## config.mk

```make
export PLATFORM = sky130hd
export DESIGN_NAME = gmp_port
export DESIGN_NICKNAME = d
export VERILOG_FILES = /design/src/verilog/gmp_pkg.sv /design/src/verilog/gmp_port.sv
export SDC_FILE = /design/constraint.sdc
export NUM_CORES = 1
export LEC_CHECK = 0
export BUFFER_PORTS_ARGS = -buffer_cell sky130_fd_sc_hd__buf_2
export CORE_MARGIN = 2
export CORE_UTILIZATION = 45
export DETAILED_ROUTE_END_ITERATION = 10
export PLACE_DENSITY = 0.67
export SETUP_SLACK_MARGIN = 0.05
export SLEW_MARGIN = 5
export SYNTH_ARGS = -nofsm -noshare
export SYNTH_HDL_FRONTEND = slang
export SYNTH_SLANG_ARGS = --single-unit
```

## constraint.sdc

```tcl
create_clock -name aclk -period 4 [get_ports aclk]
set_input_delay 0.8 -clock aclk [delete_from_list [all_inputs] [get_ports aclk]]
set_output_delay 0.8 -clock aclk [all_outputs]
set_load 0.02 [all_outputs]
```

## src/verilog/gmp_pkg.sv

```systemverilog
// Package for the masked GPIO port: register offsets, reset values and codes.
// Assumes a 32-bit AXI4-Lite register bus with 12 decoded byte-address bits.
package gmp_pkg;

	// Bus geometry
	localparam int ADDR_W = 12;
	localparam int DATA_W = 32;
	localparam int PINS = 8;

	// Data window: byte addresses 0x000..0x3fc, mask in address bits 9:2
	localparam logic [1:0] WIN_SEL = 2'h0;
	localparam int WIN_HI = 11;
	localparam int WIN_LO = 10;
	localparam int MASK_HI = 9;
	localparam int MASK_LO = 2;

	// Register byte offsets
	localparam logic [11:0] OFS_DIR = 12'h400;
	localparam logic [11:0] OFS_SENSE = 12'h404;
	localparam logic [11:0] OFS_BOTH = 12'h408;
	localparam logic [11:0] OFS_EVENT = 12'h40c;
	localparam logic [11:0] OFS_IMASK = 12'h410;
	localparam logic [11:0] OFS_RAW = 12'h414;
	localparam logic [11:0] OFS_MSTAT = 12'h418;
	localparam logic [11:0] OFS_ICLR = 12'h41c;
	localparam logic [11:0] OFS_PSEL = 12'h420;
	localparam logic [11:0] OFS_DRIVE = 12'h500;
	localparam logic [11:0] OFS_ODRAIN = 12'h50c;
	localparam logic [11:0] OFS_PULLUP = 12'h510;
	localparam logic [11:0] OFS_PULLDN = 12'h514;
	localparam logic [11:0] OFS_SLEW = 12'h518;
	localparam logic [11:0] OFS_LOCK = 12'h520;
	localparam logic [11:0] OFS_COMMIT = 12'h524;
	localparam logic [11:0] OFS_DMAEN = 12'h530;

	// Drive strength codes, two bits per pin
	localparam logic [1:0] DRV_2MA = 2'h0;
	localparam logic [1:0] DRV_4MA = 2'h1;
	localparam logic [1:0] DRV_8MA = 2'h2;
	localparam logic [1:0] DRV_BAD = 2'h3;

	// Reset values
	localparam logic [7:0] RST_BYTE = 8'h00;
	localparam logic [15:0] RST_DRIVE = 16'h0000;
	localparam logic [31:0] RST_WORD = 32'h0000_0000;

	// Lock register read value while locked
	localparam logic [31:0] LOCK_SHOWN = 32'h0000_0001;

	// AXI responses
	localparam logic [1:0] RESP_OKAY = 2'h0;
	localparam logic [1:0] RESP_SLVERR = 2'h2;

endpackage

```

## src/verilog/gmp_port.sv

```systemverilog
// Masked GPIO port: eight pins, AXI4-Lite registers, pad controls and events.
// Assumes pin_in and the peripheral signals are synchronous to aclk.
`timescale 1ns/1ps

// Function
// - Up to eight pins; present pins set by an instance parameter.
// - Each pin input or output; all pins inputs after reset.
// - Input pins raise events on high, low, rising, falling or both edges.
// - Per-pin drive strength of 2, 4 or 8 mA; resets to 2 mA.
// - Slew limiting takes effect only with 8 mA strength selected.
// - Per-pin weak pull-up or pull-down; neither after reset.
// - Per-pin open-drain option; push-pull after reset.
// - Pin is GPIO or peripheral; GPIO after reset; no-peripheral pins stay GPIO.
// - Multi-pin masks use bit n for pin n; only set bits affected.
// - Masked data read returns selected pins only, others zero.
// - Masked data write updates selected pins together, others unchanged.
// - Data mask comes from the access address; no read-modify-write.
// - Single-pin fields are addressed by pin number 0 to 7.
// - Lockable pins refuse configuration changes until unlocked and committed.
// - Direction is software input, software output or peripheral controlled.
// - Any pin may trigger DMA and still raise its interrupt.
module gmp_port #(
	parameter logic [7:0] PIN_PRESENT = 8'hff,
	parameter logic [7:0] PERIPH_PRESENT = 8'hff,
	parameter logic [7:0] LOCKABLE = 8'h0f,
	parameter logic [31:0] UNLOCK_KEY = 32'h5a5a_c3c3 // arbitrary value
) (
	// Clock and reset
	input wire logic aclk,
	input wire logic aresetn,
	// AXI4-Lite write address
	input wire logic [11:0] s_axi_awaddr,
	input wire logic s_axi_awvalid,
	output logic s_axi_awready,
	// AXI4-Lite write data
	input wire logic [31:0] s_axi_wdata,
	input wire logic [3:0] s_axi_wstrb,
	input wire logic s_axi_wvalid,
	output logic s_axi_wready,
	// AXI4-Lite write response
	output logic [1:0] s_axi_bresp,
	output logic s_axi_bvalid,
	input wire logic s_axi_bready,
	// AXI4-Lite read address
	input wire logic [11:0] s_axi_araddr,
	input wire logic s_axi_arvalid,
	output logic s_axi_arready,
	// AXI4-Lite read data
	output logic [31:0] s_axi_rdata,
	output logic [1:0] s_axi_rresp,
	output logic s_axi_rvalid,
	input wire logic s_axi_rready,
	// Package pins
	input wire logic [7:0] pin_in,
	output logic [7:0] pin_out,
	output logic [7:0] pin_oe,
	// Pad controls
	output logic [15:0] pad_strength,
	output logic [7:0] pad_slew,
	output logic [7:0] pad_pull_up,
	output logic [7:0] pad_pull_down,
	// Peripheral side
	input wire logic [7:0] periph_out,
	input wire logic [7:0] periph_oe,
	output logic [7:0] periph_in,
	// Events
	output logic [7:0] dma_trigger,
	output logic irq
);

	typedef struct packed {
		logic awready;
		logic wready;
		logic bvalid;
		logic [1:0] bresp;
		logic arready;
		logic rvalid;
		logic [1:0] rresp;
		logic [31:0] rdata;
		logic aw_hold;
		logic [11:0] aw_addr;
		logic w_hold;
		logic [31:0] w_data;
		logic [3:0] w_strb;
		logic [7:0] data_out, dir, psel, sense, both, event_hi, imask, edge_lat;
		logic [15:0] drive;
		logic [7:0] slew, odrain, pull_up, pull_dn, dma_en;
		logic unlocked;
		logic [7:0] commit;
		logic primed;
		logic [7:0] pin_prev;
		logic [7:0] pin_out, pin_oe;
		logic [15:0] pad_strength;
		logic [7:0] pad_slew, pad_pu, pad_pd, periph_in, dma_trig;
		logic irq;
	} gmp_state_t;

	gmp_state_t st_reg;
	gmp_state_t st_next;

	// Parameter sanity: some pin present, lockable pins among the present ones
	if (PIN_PRESENT == 8'h00 || (LOCKABLE & ~PIN_PRESENT) != 8'h00)
	begin
		$error("gmp_port: pin parameters unusable");
	end

	// Byte-lane merge of a write into a 32-bit image
	function automatic logic [31:0] gmp_merge(input logic [31:0] old, input logic [31:0] wd,
		input logic [3:0] sb);
		logic [31:0] res;
		res = old;
		for (int b = 0; b < 4; b++)
		begin
			if (sb[b])
				res[8*b +: 8] = wd[8*b +: 8];
		end
		return res;
	endfunction

	// Combinational helpers
	logic [7:0] cfg_ok, pin_val, rise, fall, level_hit, edge_hit, raw_stat, hw_ctl, wmask, rmask, wbyte;
	logic [31:0] wword, rword;
	logic rmapped, wmapped, do_write, take_ar;

	always_comb
	begin
		st_next = st_reg;
		// Pins open to configuration: not lockable, or with their commit bit set, unlocked or not
		cfg_ok = PIN_PRESENT & ~(LOCKABLE & ~st_reg.commit);
		hw_ctl = st_reg.psel & PERIPH_PRESENT;
		// Pin value as seen by software: driven value for outputs
		pin_val = PIN_PRESENT & ((st_reg.dir & ~hw_ctl & st_reg.data_out) | (~(st_reg.dir & ~hw_ctl) & pin_in));
		// Event detection on inputs only
		rise = pin_in & ~st_reg.pin_prev & {8{st_reg.primed}};
		fall = ~pin_in & st_reg.pin_prev & {8{st_reg.primed}};
		level_hit = PIN_PRESENT & ~st_reg.dir & st_reg.sense & ~(pin_in ^ st_reg.event_hi);
		edge_hit = PIN_PRESENT & ~st_reg.dir & ~st_reg.sense
			& ((st_reg.both & (rise | fall)) | (~st_reg.both & st_reg.event_hi & rise)
			| (~st_reg.both & ~st_reg.event_hi & fall));
		raw_stat = st_reg.edge_lat | level_hit;

		// Write channel capture, either order
		if (s_axi_awvalid && st_reg.awready)
		begin
			st_next.aw_hold = 1'b1;
			st_next.aw_addr = s_axi_awaddr;
		end
		if (s_axi_wvalid && st_reg.wready)
		begin
			st_next.w_hold = 1'b1;
			st_next.w_data = s_axi_wdata;
			st_next.w_strb = s_axi_wstrb;
		end
		if (s_axi_bvalid && s_axi_bready)
			st_next.bvalid = 1'b0;

		// Register write once both halves are held
		do_write = st_reg.aw_hold && st_reg.w_hold;
		wmask = st_reg.aw_addr[gmp_pkg::MASK_HI:gmp_pkg::MASK_LO] & PIN_PRESENT;
		wword = gmp_merge(gmp_pkg::RST_WORD, st_reg.w_data, st_reg.w_strb);
		wbyte = wword[7:0];
		wmapped = 1'b1;
		if (do_write)
		begin
			st_next.aw_hold = 1'b0;
			st_next.w_hold = 1'b0;
			st_next.bvalid = 1'b1;
			if (st_reg.aw_addr[gmp_pkg::WIN_HI:gmp_pkg::WIN_LO] == gmp_pkg::WIN_SEL)
			begin
				if (st_reg.w_strb[0])
					st_next.data_out = (st_reg.data_out & ~wmask) | (st_reg.w_data[7:0] & wmask);
			end
			else
			begin
				unique case (st_reg.aw_addr)
					gmp_pkg::OFS_DIR:
						if (st_reg.w_strb[0])
							st_next.dir = (st_reg.dir & ~cfg_ok) | (wbyte & cfg_ok);
					gmp_pkg::OFS_PSEL:
						if (st_reg.w_strb[0])
							st_next.psel = (st_reg.psel & ~cfg_ok) | (wbyte & cfg_ok & PERIPH_PRESENT);
					gmp_pkg::OFS_SENSE:
						if (st_reg.w_strb[0])
							st_next.sense = wbyte & PIN_PRESENT;
					gmp_pkg::OFS_BOTH:
						if (st_reg.w_strb[0])
							st_next.both = wbyte & PIN_PRESENT;
					gmp_pkg::OFS_EVENT:
						if (st_reg.w_strb[0])
							st_next.event_hi = wbyte & PIN_PRESENT;
					gmp_pkg::OFS_IMASK:
						if (st_reg.w_strb[0])
							st_next.imask = wbyte & PIN_PRESENT;
					gmp_pkg::OFS_ICLR:
						st_next.edge_lat = st_reg.edge_lat & ~wbyte;
					gmp_pkg::OFS_DRIVE:
						for (int p = 0; p < gmp_pkg::PINS; p++)
						begin
							// Unused code 3 keeps the old strength
							if (cfg_ok[p] && st_reg.w_strb[p / 4] && wword[2*p +: 2] != gmp_pkg::DRV_BAD)
								st_next.drive[2*p +: 2] = wword[2*p +: 2];
						end
					gmp_pkg::OFS_SLEW:
						if (st_reg.w_strb[0])
							st_next.slew = (st_reg.slew & ~cfg_ok) | (wbyte & cfg_ok);
					gmp_pkg::OFS_ODRAIN:
						if (st_reg.w_strb[0])
							st_next.odrain = (st_reg.odrain & ~cfg_ok) | (wbyte & cfg_ok);
					gmp_pkg::OFS_PULLUP:
						if (st_reg.w_strb[0])
						begin
							// Setting a pull-up drops the pull-down on that pin
							st_next.pull_up = (st_reg.pull_up & ~cfg_ok) | (wbyte & cfg_ok);
							st_next.pull_dn = st_reg.pull_dn & ~(wbyte & cfg_ok);
						end
					gmp_pkg::OFS_PULLDN:
						if (st_reg.w_strb[0])
						begin
							st_next.pull_dn = (st_reg.pull_dn & ~cfg_ok) | (wbyte & cfg_ok);
							st_next.pull_up = st_reg.pull_up & ~(wbyte & cfg_ok);
						end
					gmp_pkg::OFS_LOCK:
						if (&st_reg.w_strb)
							st_next.unlocked = (st_reg.w_data == UNLOCK_KEY);
					gmp_pkg::OFS_COMMIT:
						if (st_reg.unlocked && st_reg.w_strb[0])
							st_next.commit = wbyte & LOCKABLE;
					gmp_pkg::OFS_DMAEN:
						if (st_reg.w_strb[0])
							st_next.dma_en = wbyte & PIN_PRESENT;
					gmp_pkg::OFS_RAW, gmp_pkg::OFS_MSTAT:
						wmapped = 1'b1;
					default:
						wmapped = 1'b0;
				endcase
			end
			st_next.bresp = wmapped ? gmp_pkg::RESP_OKAY : gmp_pkg::RESP_SLVERR;
		end

		// Edge latch: a new edge wins over a clear in the same cycle
		st_next.edge_lat = (st_next.edge_lat | edge_hit) & PIN_PRESENT;
		st_next.pin_prev = pin_in;
		st_next.primed = 1'b1;

		// Read channel: decode and answer one cycle after the address
		take_ar = s_axi_arvalid && st_reg.arready;
		rmask = s_axi_araddr[gmp_pkg::MASK_HI:gmp_pkg::MASK_LO];
		rword = gmp_pkg::RST_WORD;
		rmapped = 1'b1;
		if (s_axi_araddr[gmp_pkg::WIN_HI:gmp_pkg::WIN_LO] == gmp_pkg::WIN_SEL)
			rword[7:0] = pin_val & rmask;
		else
		begin
			unique case (s_axi_araddr)
				gmp_pkg::OFS_DIR: rword[7:0] = st_reg.dir;
				gmp_pkg::OFS_PSEL: rword[7:0] = st_reg.psel;
				gmp_pkg::OFS_SENSE: rword[7:0] = st_reg.sense;
				gmp_pkg::OFS_BOTH: rword[7:0] = st_reg.both;
				gmp_pkg::OFS_EVENT: rword[7:0] = st_reg.event_hi;
				gmp_pkg::OFS_IMASK: rword[7:0] = st_reg.imask;
				gmp_pkg::OFS_RAW: rword[7:0] = raw_stat;
				gmp_pkg::OFS_MSTAT: rword[7:0] = raw_stat & st_reg.imask;
				gmp_pkg::OFS_DRIVE: rword[15:0] = st_reg.drive;
				gmp_pkg::OFS_SLEW: rword[7:0] = st_reg.slew;
				gmp_pkg::OFS_ODRAIN: rword[7:0] = st_reg.odrain;
				gmp_pkg::OFS_PULLUP: rword[7:0] = st_reg.pull_up;
				gmp_pkg::OFS_PULLDN: rword[7:0] = st_reg.pull_dn;
				gmp_pkg::OFS_LOCK: rword = st_reg.unlocked ? gmp_pkg::RST_WORD : gmp_pkg::LOCK_SHOWN;
				gmp_pkg::OFS_COMMIT: rword[7:0] = st_reg.commit;
				gmp_pkg::OFS_DMAEN: rword[7:0] = st_reg.dma_en;
				gmp_pkg::OFS_ICLR: rword = gmp_pkg::RST_WORD;
				default: rmapped = 1'b0;
			endcase
		end
		if (s_axi_rvalid && s_axi_rready)
			st_next.rvalid = 1'b0;
		if (take_ar)
		begin
			st_next.rvalid = 1'b1;
			st_next.rdata = rword;
			st_next.rresp = rmapped ? gmp_pkg::RESP_OKAY : gmp_pkg::RESP_SLVERR;
		end

		// Ready flags: one write and one read outstanding at most
		st_next.awready = ~st_next.aw_hold & ~st_next.bvalid;
		st_next.wready = ~st_next.w_hold & ~st_next.bvalid;
		st_next.arready = ~st_next.rvalid;

		// Pad and pin drive, per pin
		for (int p = 0; p < gmp_pkg::PINS; p++)
		begin
			logic drv;
			logic val;
			drv = 1'b0;
			val = 1'b0;
			if (PIN_PRESENT[p])
			begin
				if (hw_ctl[p])
				begin
					drv = periph_oe[p];
					val = periph_out[p];
				end
				else
				begin
					drv = st_reg.dir[p];
					val = st_reg.data_out[p];
				end
			end
			// Open drain only pulls low
			st_next.pin_oe[p] = st_reg.odrain[p] ? (drv & ~val) : drv;
			st_next.pin_out[p] = st_reg.odrain[p] ? 1'b0 : val;
			st_next.pad_slew[p] = st_reg.slew[p] & (st_reg.drive[2*p +: 2] == gmp_pkg::DRV_8MA);
		end
		st_next.pad_strength = st_reg.drive;
		st_next.pad_pu = st_reg.pull_up & PIN_PRESENT;
		st_next.pad_pd = st_reg.pull_dn & PIN_PRESENT;
		st_next.periph_in = pin_in & hw_ctl;
		// DMA trigger alongside the interrupt, not instead of it
		st_next.dma_trig = (edge_hit | level_hit) & st_reg.dma_en;
		st_next.irq = |(raw_stat & st_reg.imask);
	end

	// State register
	always_ff @(posedge aclk)
	begin
		if (!aresetn)
		begin
			st_reg <= '0;
			st_reg.dir <= gmp_pkg::RST_BYTE;
			st_reg.psel <= gmp_pkg::RST_BYTE;
			st_reg.drive <= gmp_pkg::RST_DRIVE;
			st_reg.odrain <= gmp_pkg::RST_BYTE;
			st_reg.pull_up <= gmp_pkg::RST_BYTE;
			st_reg.pull_dn <= gmp_pkg::RST_BYTE;
			st_reg.bresp <= gmp_pkg::RESP_OKAY;
			st_reg.rresp <= gmp_pkg::RESP_OKAY;
		end
		else
			st_reg <= st_next;
	end

	// Outputs straight from the state register
	assign s_axi_awready = st_reg.awready;
	assign s_axi_wready = st_reg.wready;
	assign s_axi_bvalid = st_reg.bvalid;
	assign s_axi_bresp = st_reg.bresp;
	assign s_axi_arready = st_reg.arready;
	assign s_axi_rvalid = st_reg.rvalid;
	assign s_axi_rdata = st_reg.rdata;
	assign s_axi_rresp = st_reg.rresp;
	assign pin_out = st_reg.pin_out;
	assign pin_oe = st_reg.pin_oe;
	assign pad_strength = st_reg.pad_strength;
	assign pad_slew = st_reg.pad_slew;
	assign pad_pull_up = st_reg.pad_pu;
	assign pad_pull_down = st_reg.pad_pd;
	assign periph_in = st_reg.periph_in;
	assign dma_trigger = st_reg.dma_trig;
	assign irq = st_reg.irq;

endmodule

```

==> impl_metrics.ini <==
[logic_synthesis]
synth-simple-area-share_pct = 24.26
synth_area_per_cell_um2 = 8.632
yosysTopAreaCell = dfxtp_1
async_reset_ff_share_pct = 0
synthDistinctLibCells = 69
synthCells = 1552
ys_warn_count = 0
synth_area_leaders = dfxtp_1 (42%), nand2_1 (6.6%), a21boi_0 (6.6%)
synth_xor_area_share_pct = 1.831
ys_seq_area_share_pct = 41.84
synth_compound_area_share_pct = 16.71
synthesis.area_um2 = 13400
synth_top_family_by_area = simple AND/OR/NAND/NOR gates
synth-seq-cells = 280
yosys.area_share.adder_pct = 0
synth.top_cell.area_share_pct = 41.84
synth_edf_count = 0
synthMuxAreaShare_pct = 5.454
synthFlopType = dfxtp_1

[finish]
drive_gt1_share_pct = 17.90
diodes = 0
seq_area_um2 = 5605
multi_input_comb_area_um2 = 6558
final_cells = 1999
final_cell_mix = dfxtp_1 (280), nand2_1 (237), buf_2 (185), a21boi_0 (117), nand3_1 (77)
syn2layout_area_growth_pct = 10.28
final_util_pct = 50.11
layout_commonest_cell = dfxtp_1
fillerInstances = 2847
final_nets = 1681

[power_and_ir_drop]
power.leakage_nw = 5.745
cellPowerDensity_nw_per_um2 = 402.4
worst_ir_drop_vdd_mv = 0.2586
finalPower_mw = 5.945

[global_routing]
grt_pass1_wl_mm = 64.03
grt-busiest-layer = met2
grt_antenna_before_repair = 0
grtUsageMet3_pct = 4.436
use_met2_pct = 42.33
grt_use_total_pct = 26.91
grt_use_met1_pct = 36.68
grt_max_degree = 119
grt-ovfl-total = 0
grt_pass1_vias = 10556

[worst_setup_path]
slowest_delay_ps = 790
r2r-end = st_next[49]$_SDFFE_PN0P_
startpoint_type = flop
worstPathRequired_ps = 4460
r2r-start = st_reg[250]$_SDFFE_PN0P_
arrival_ps = 3270
endpoint = st_next[49]$_SDFFE_PN0P_
crit_type = reg2reg
r2r_slack_ps = 1190
critPathCaptureType = flop
reg2regPathDepth = 4
path_max_fanout = 16
cp_slowest_cell = or4b_1
crit_chain = nor4_4, nand4_4, or4b_1, o221a_1
crit_path_start = st_reg[250]$_SDFFE_PN0P_

[clock_network]
clkLatencyLatePin_ps = 580
clk_pin_slew_ps = 60
cts_resized = 0
clock-sinks = 280
post_cts_buffers = 0
clockRootBuffer = clkbuf_16
cts_tree = built
numCtsBuffers = 30
cts_buffer_depth = 3
cts.htree.levels = 1
cts-hold-fix-buffers = 0

[place]
gp_congestion = 0.9948
dp.cells = 1948
detailed_place_hpwl_mm = 31.93
dpl_worst_slack_ps = 975.2
port_buffers = 186

[timing]
rsz0062_at_grt = false
tns_ps = 0
maxSlewHeadroom_pct = 20.75
setup_viol = 0
finalClockSkew_ps = 12.16
hold_viol_final = 0
worstMarginPinSlew_ps = 1186
min_period_ps = 2806
fmax_mhz = 356.4
timing.final.ws_setup_ps = 1194
period_share_pct = 70.15
slew_violations = 0

[floorplan]
die_h_um = 176.5
die_w_um = 176.5
core_um2 = 29480
rows = 63
ios = 205
dieArea_um2 = 31170
start_util_pct = 45.44

[detailed_routing]
num_vias = 11427
drtPass1Iterations = 5
drc = 0
viasPerCell = 5.716
wl_per_cell_um = 21.62
drtAntennaViolNets = 0
first_iter_violations = 1093
routed_wirelength_mm = 43.21

[flow_run]
drv_cap = 0

[min_path]
hold_path_class = reg2reg
whs_path_depth = 2

[run_status]
status = finished clean
==> power by group <==
group          internal [mW]  switching (mW)
sequential              2.83          0.0675
clock                   1.52            1.16
combinational          0.135           0.235
total                   4.49            1.46
==> metal layers <==
layer | up-vias | share of wire [%] | wire [um]
li1 | 5353 | - | -
met5 | - | 0 | 0
met1 | 5458 | 43 | 18550
met2 | 545 | 45 | 19410
met3 | 71 | 8.4 | 3625
met4 | 0 | 3.8 | 1626
==> worst max-delay path, delay by kind of cell (launching register included) <==
kind            cells  cell delay [ps]
compound gates      1              340
simple gates        3             1780
flops               1              560
==> synthesized netlist by cell type, types with 8 or more instances <==
cell and number:
mux2i_1 55, a22oi_1 23, and3b_1 15, nor3_1 22
o21ai_0 50, o2111ai_1 9, and3_1 18, a21oi_1 33
dfxtp_1 280, nor2b_1 57, nand2_1 237, nand4_1 14
nor3b_1 9, xor2_1 17, clkbuf_1 93, o221a_1 8
and2_1 60, buf_4 109, a21boi_0 117, a31oi_1 13
inv_1 23, nand3_1 77, nand2b_1 11, xnor2_1 11
mux2_2 14, nor2_1 52
==> final cells by class <==
type	count	share of cell area (%)
clock inverter	9	0.5166
sequential	280	37.94
tap	390	3.303
inverter	23	0.5843
clock buffer	42	5.928
timing repair buffer	204	7.342
multi-input combinational	1051	44.39
==> kinds of logic after synthesis <==
kind of cell	count (synthesis)
AO/OA/AOI/OAI	315
XOR/XNOR	28
buffers and inverters	238
flip-flops	280
multiplexers	70
other	1
AND/OR/NAND/NOR	620
==> worst min path at each step <==
stage / from / endpoint / slack (ps)
after floorplan: st_reg[91]$_SDFFE_PN0P_ / dma_trigger[0]$_SDFF_PN0_ / 420
after global placement: st_reg[245]$_SDFFE_PN0P_ / st_reg[245]$_SDFFE_PN0P_ / 450
after detailed placement: st_reg[234]$_SDFFE_PN0P_ / st_reg[234]$_SDFFE_PN0P_ / 450
after CTS: s_axi_awaddr[10] / st_reg[258]$_SDFFE_PN0P_ / 450
after global routing: s_axi_awaddr[0] / st_reg[248]$_SDFFE_PN0P_ / 470
final: st_reg[234]$_SDFFE_PN0P_ / st_reg[234]$_SDFFE_PN0P_ / 460
==> stage by stage <==
stage          hold WS, ps  instance area (um2)
6_report             460.9                14770
5_1_grt              467.8                14770
3_3_place_gp         448.5                13820
2_1_floorplan        420.6                13460
3_5_place_dp         454.8                13820
4_1_cts              453.6                14770
Note: power is estimated with default switching activity, not from simulation.
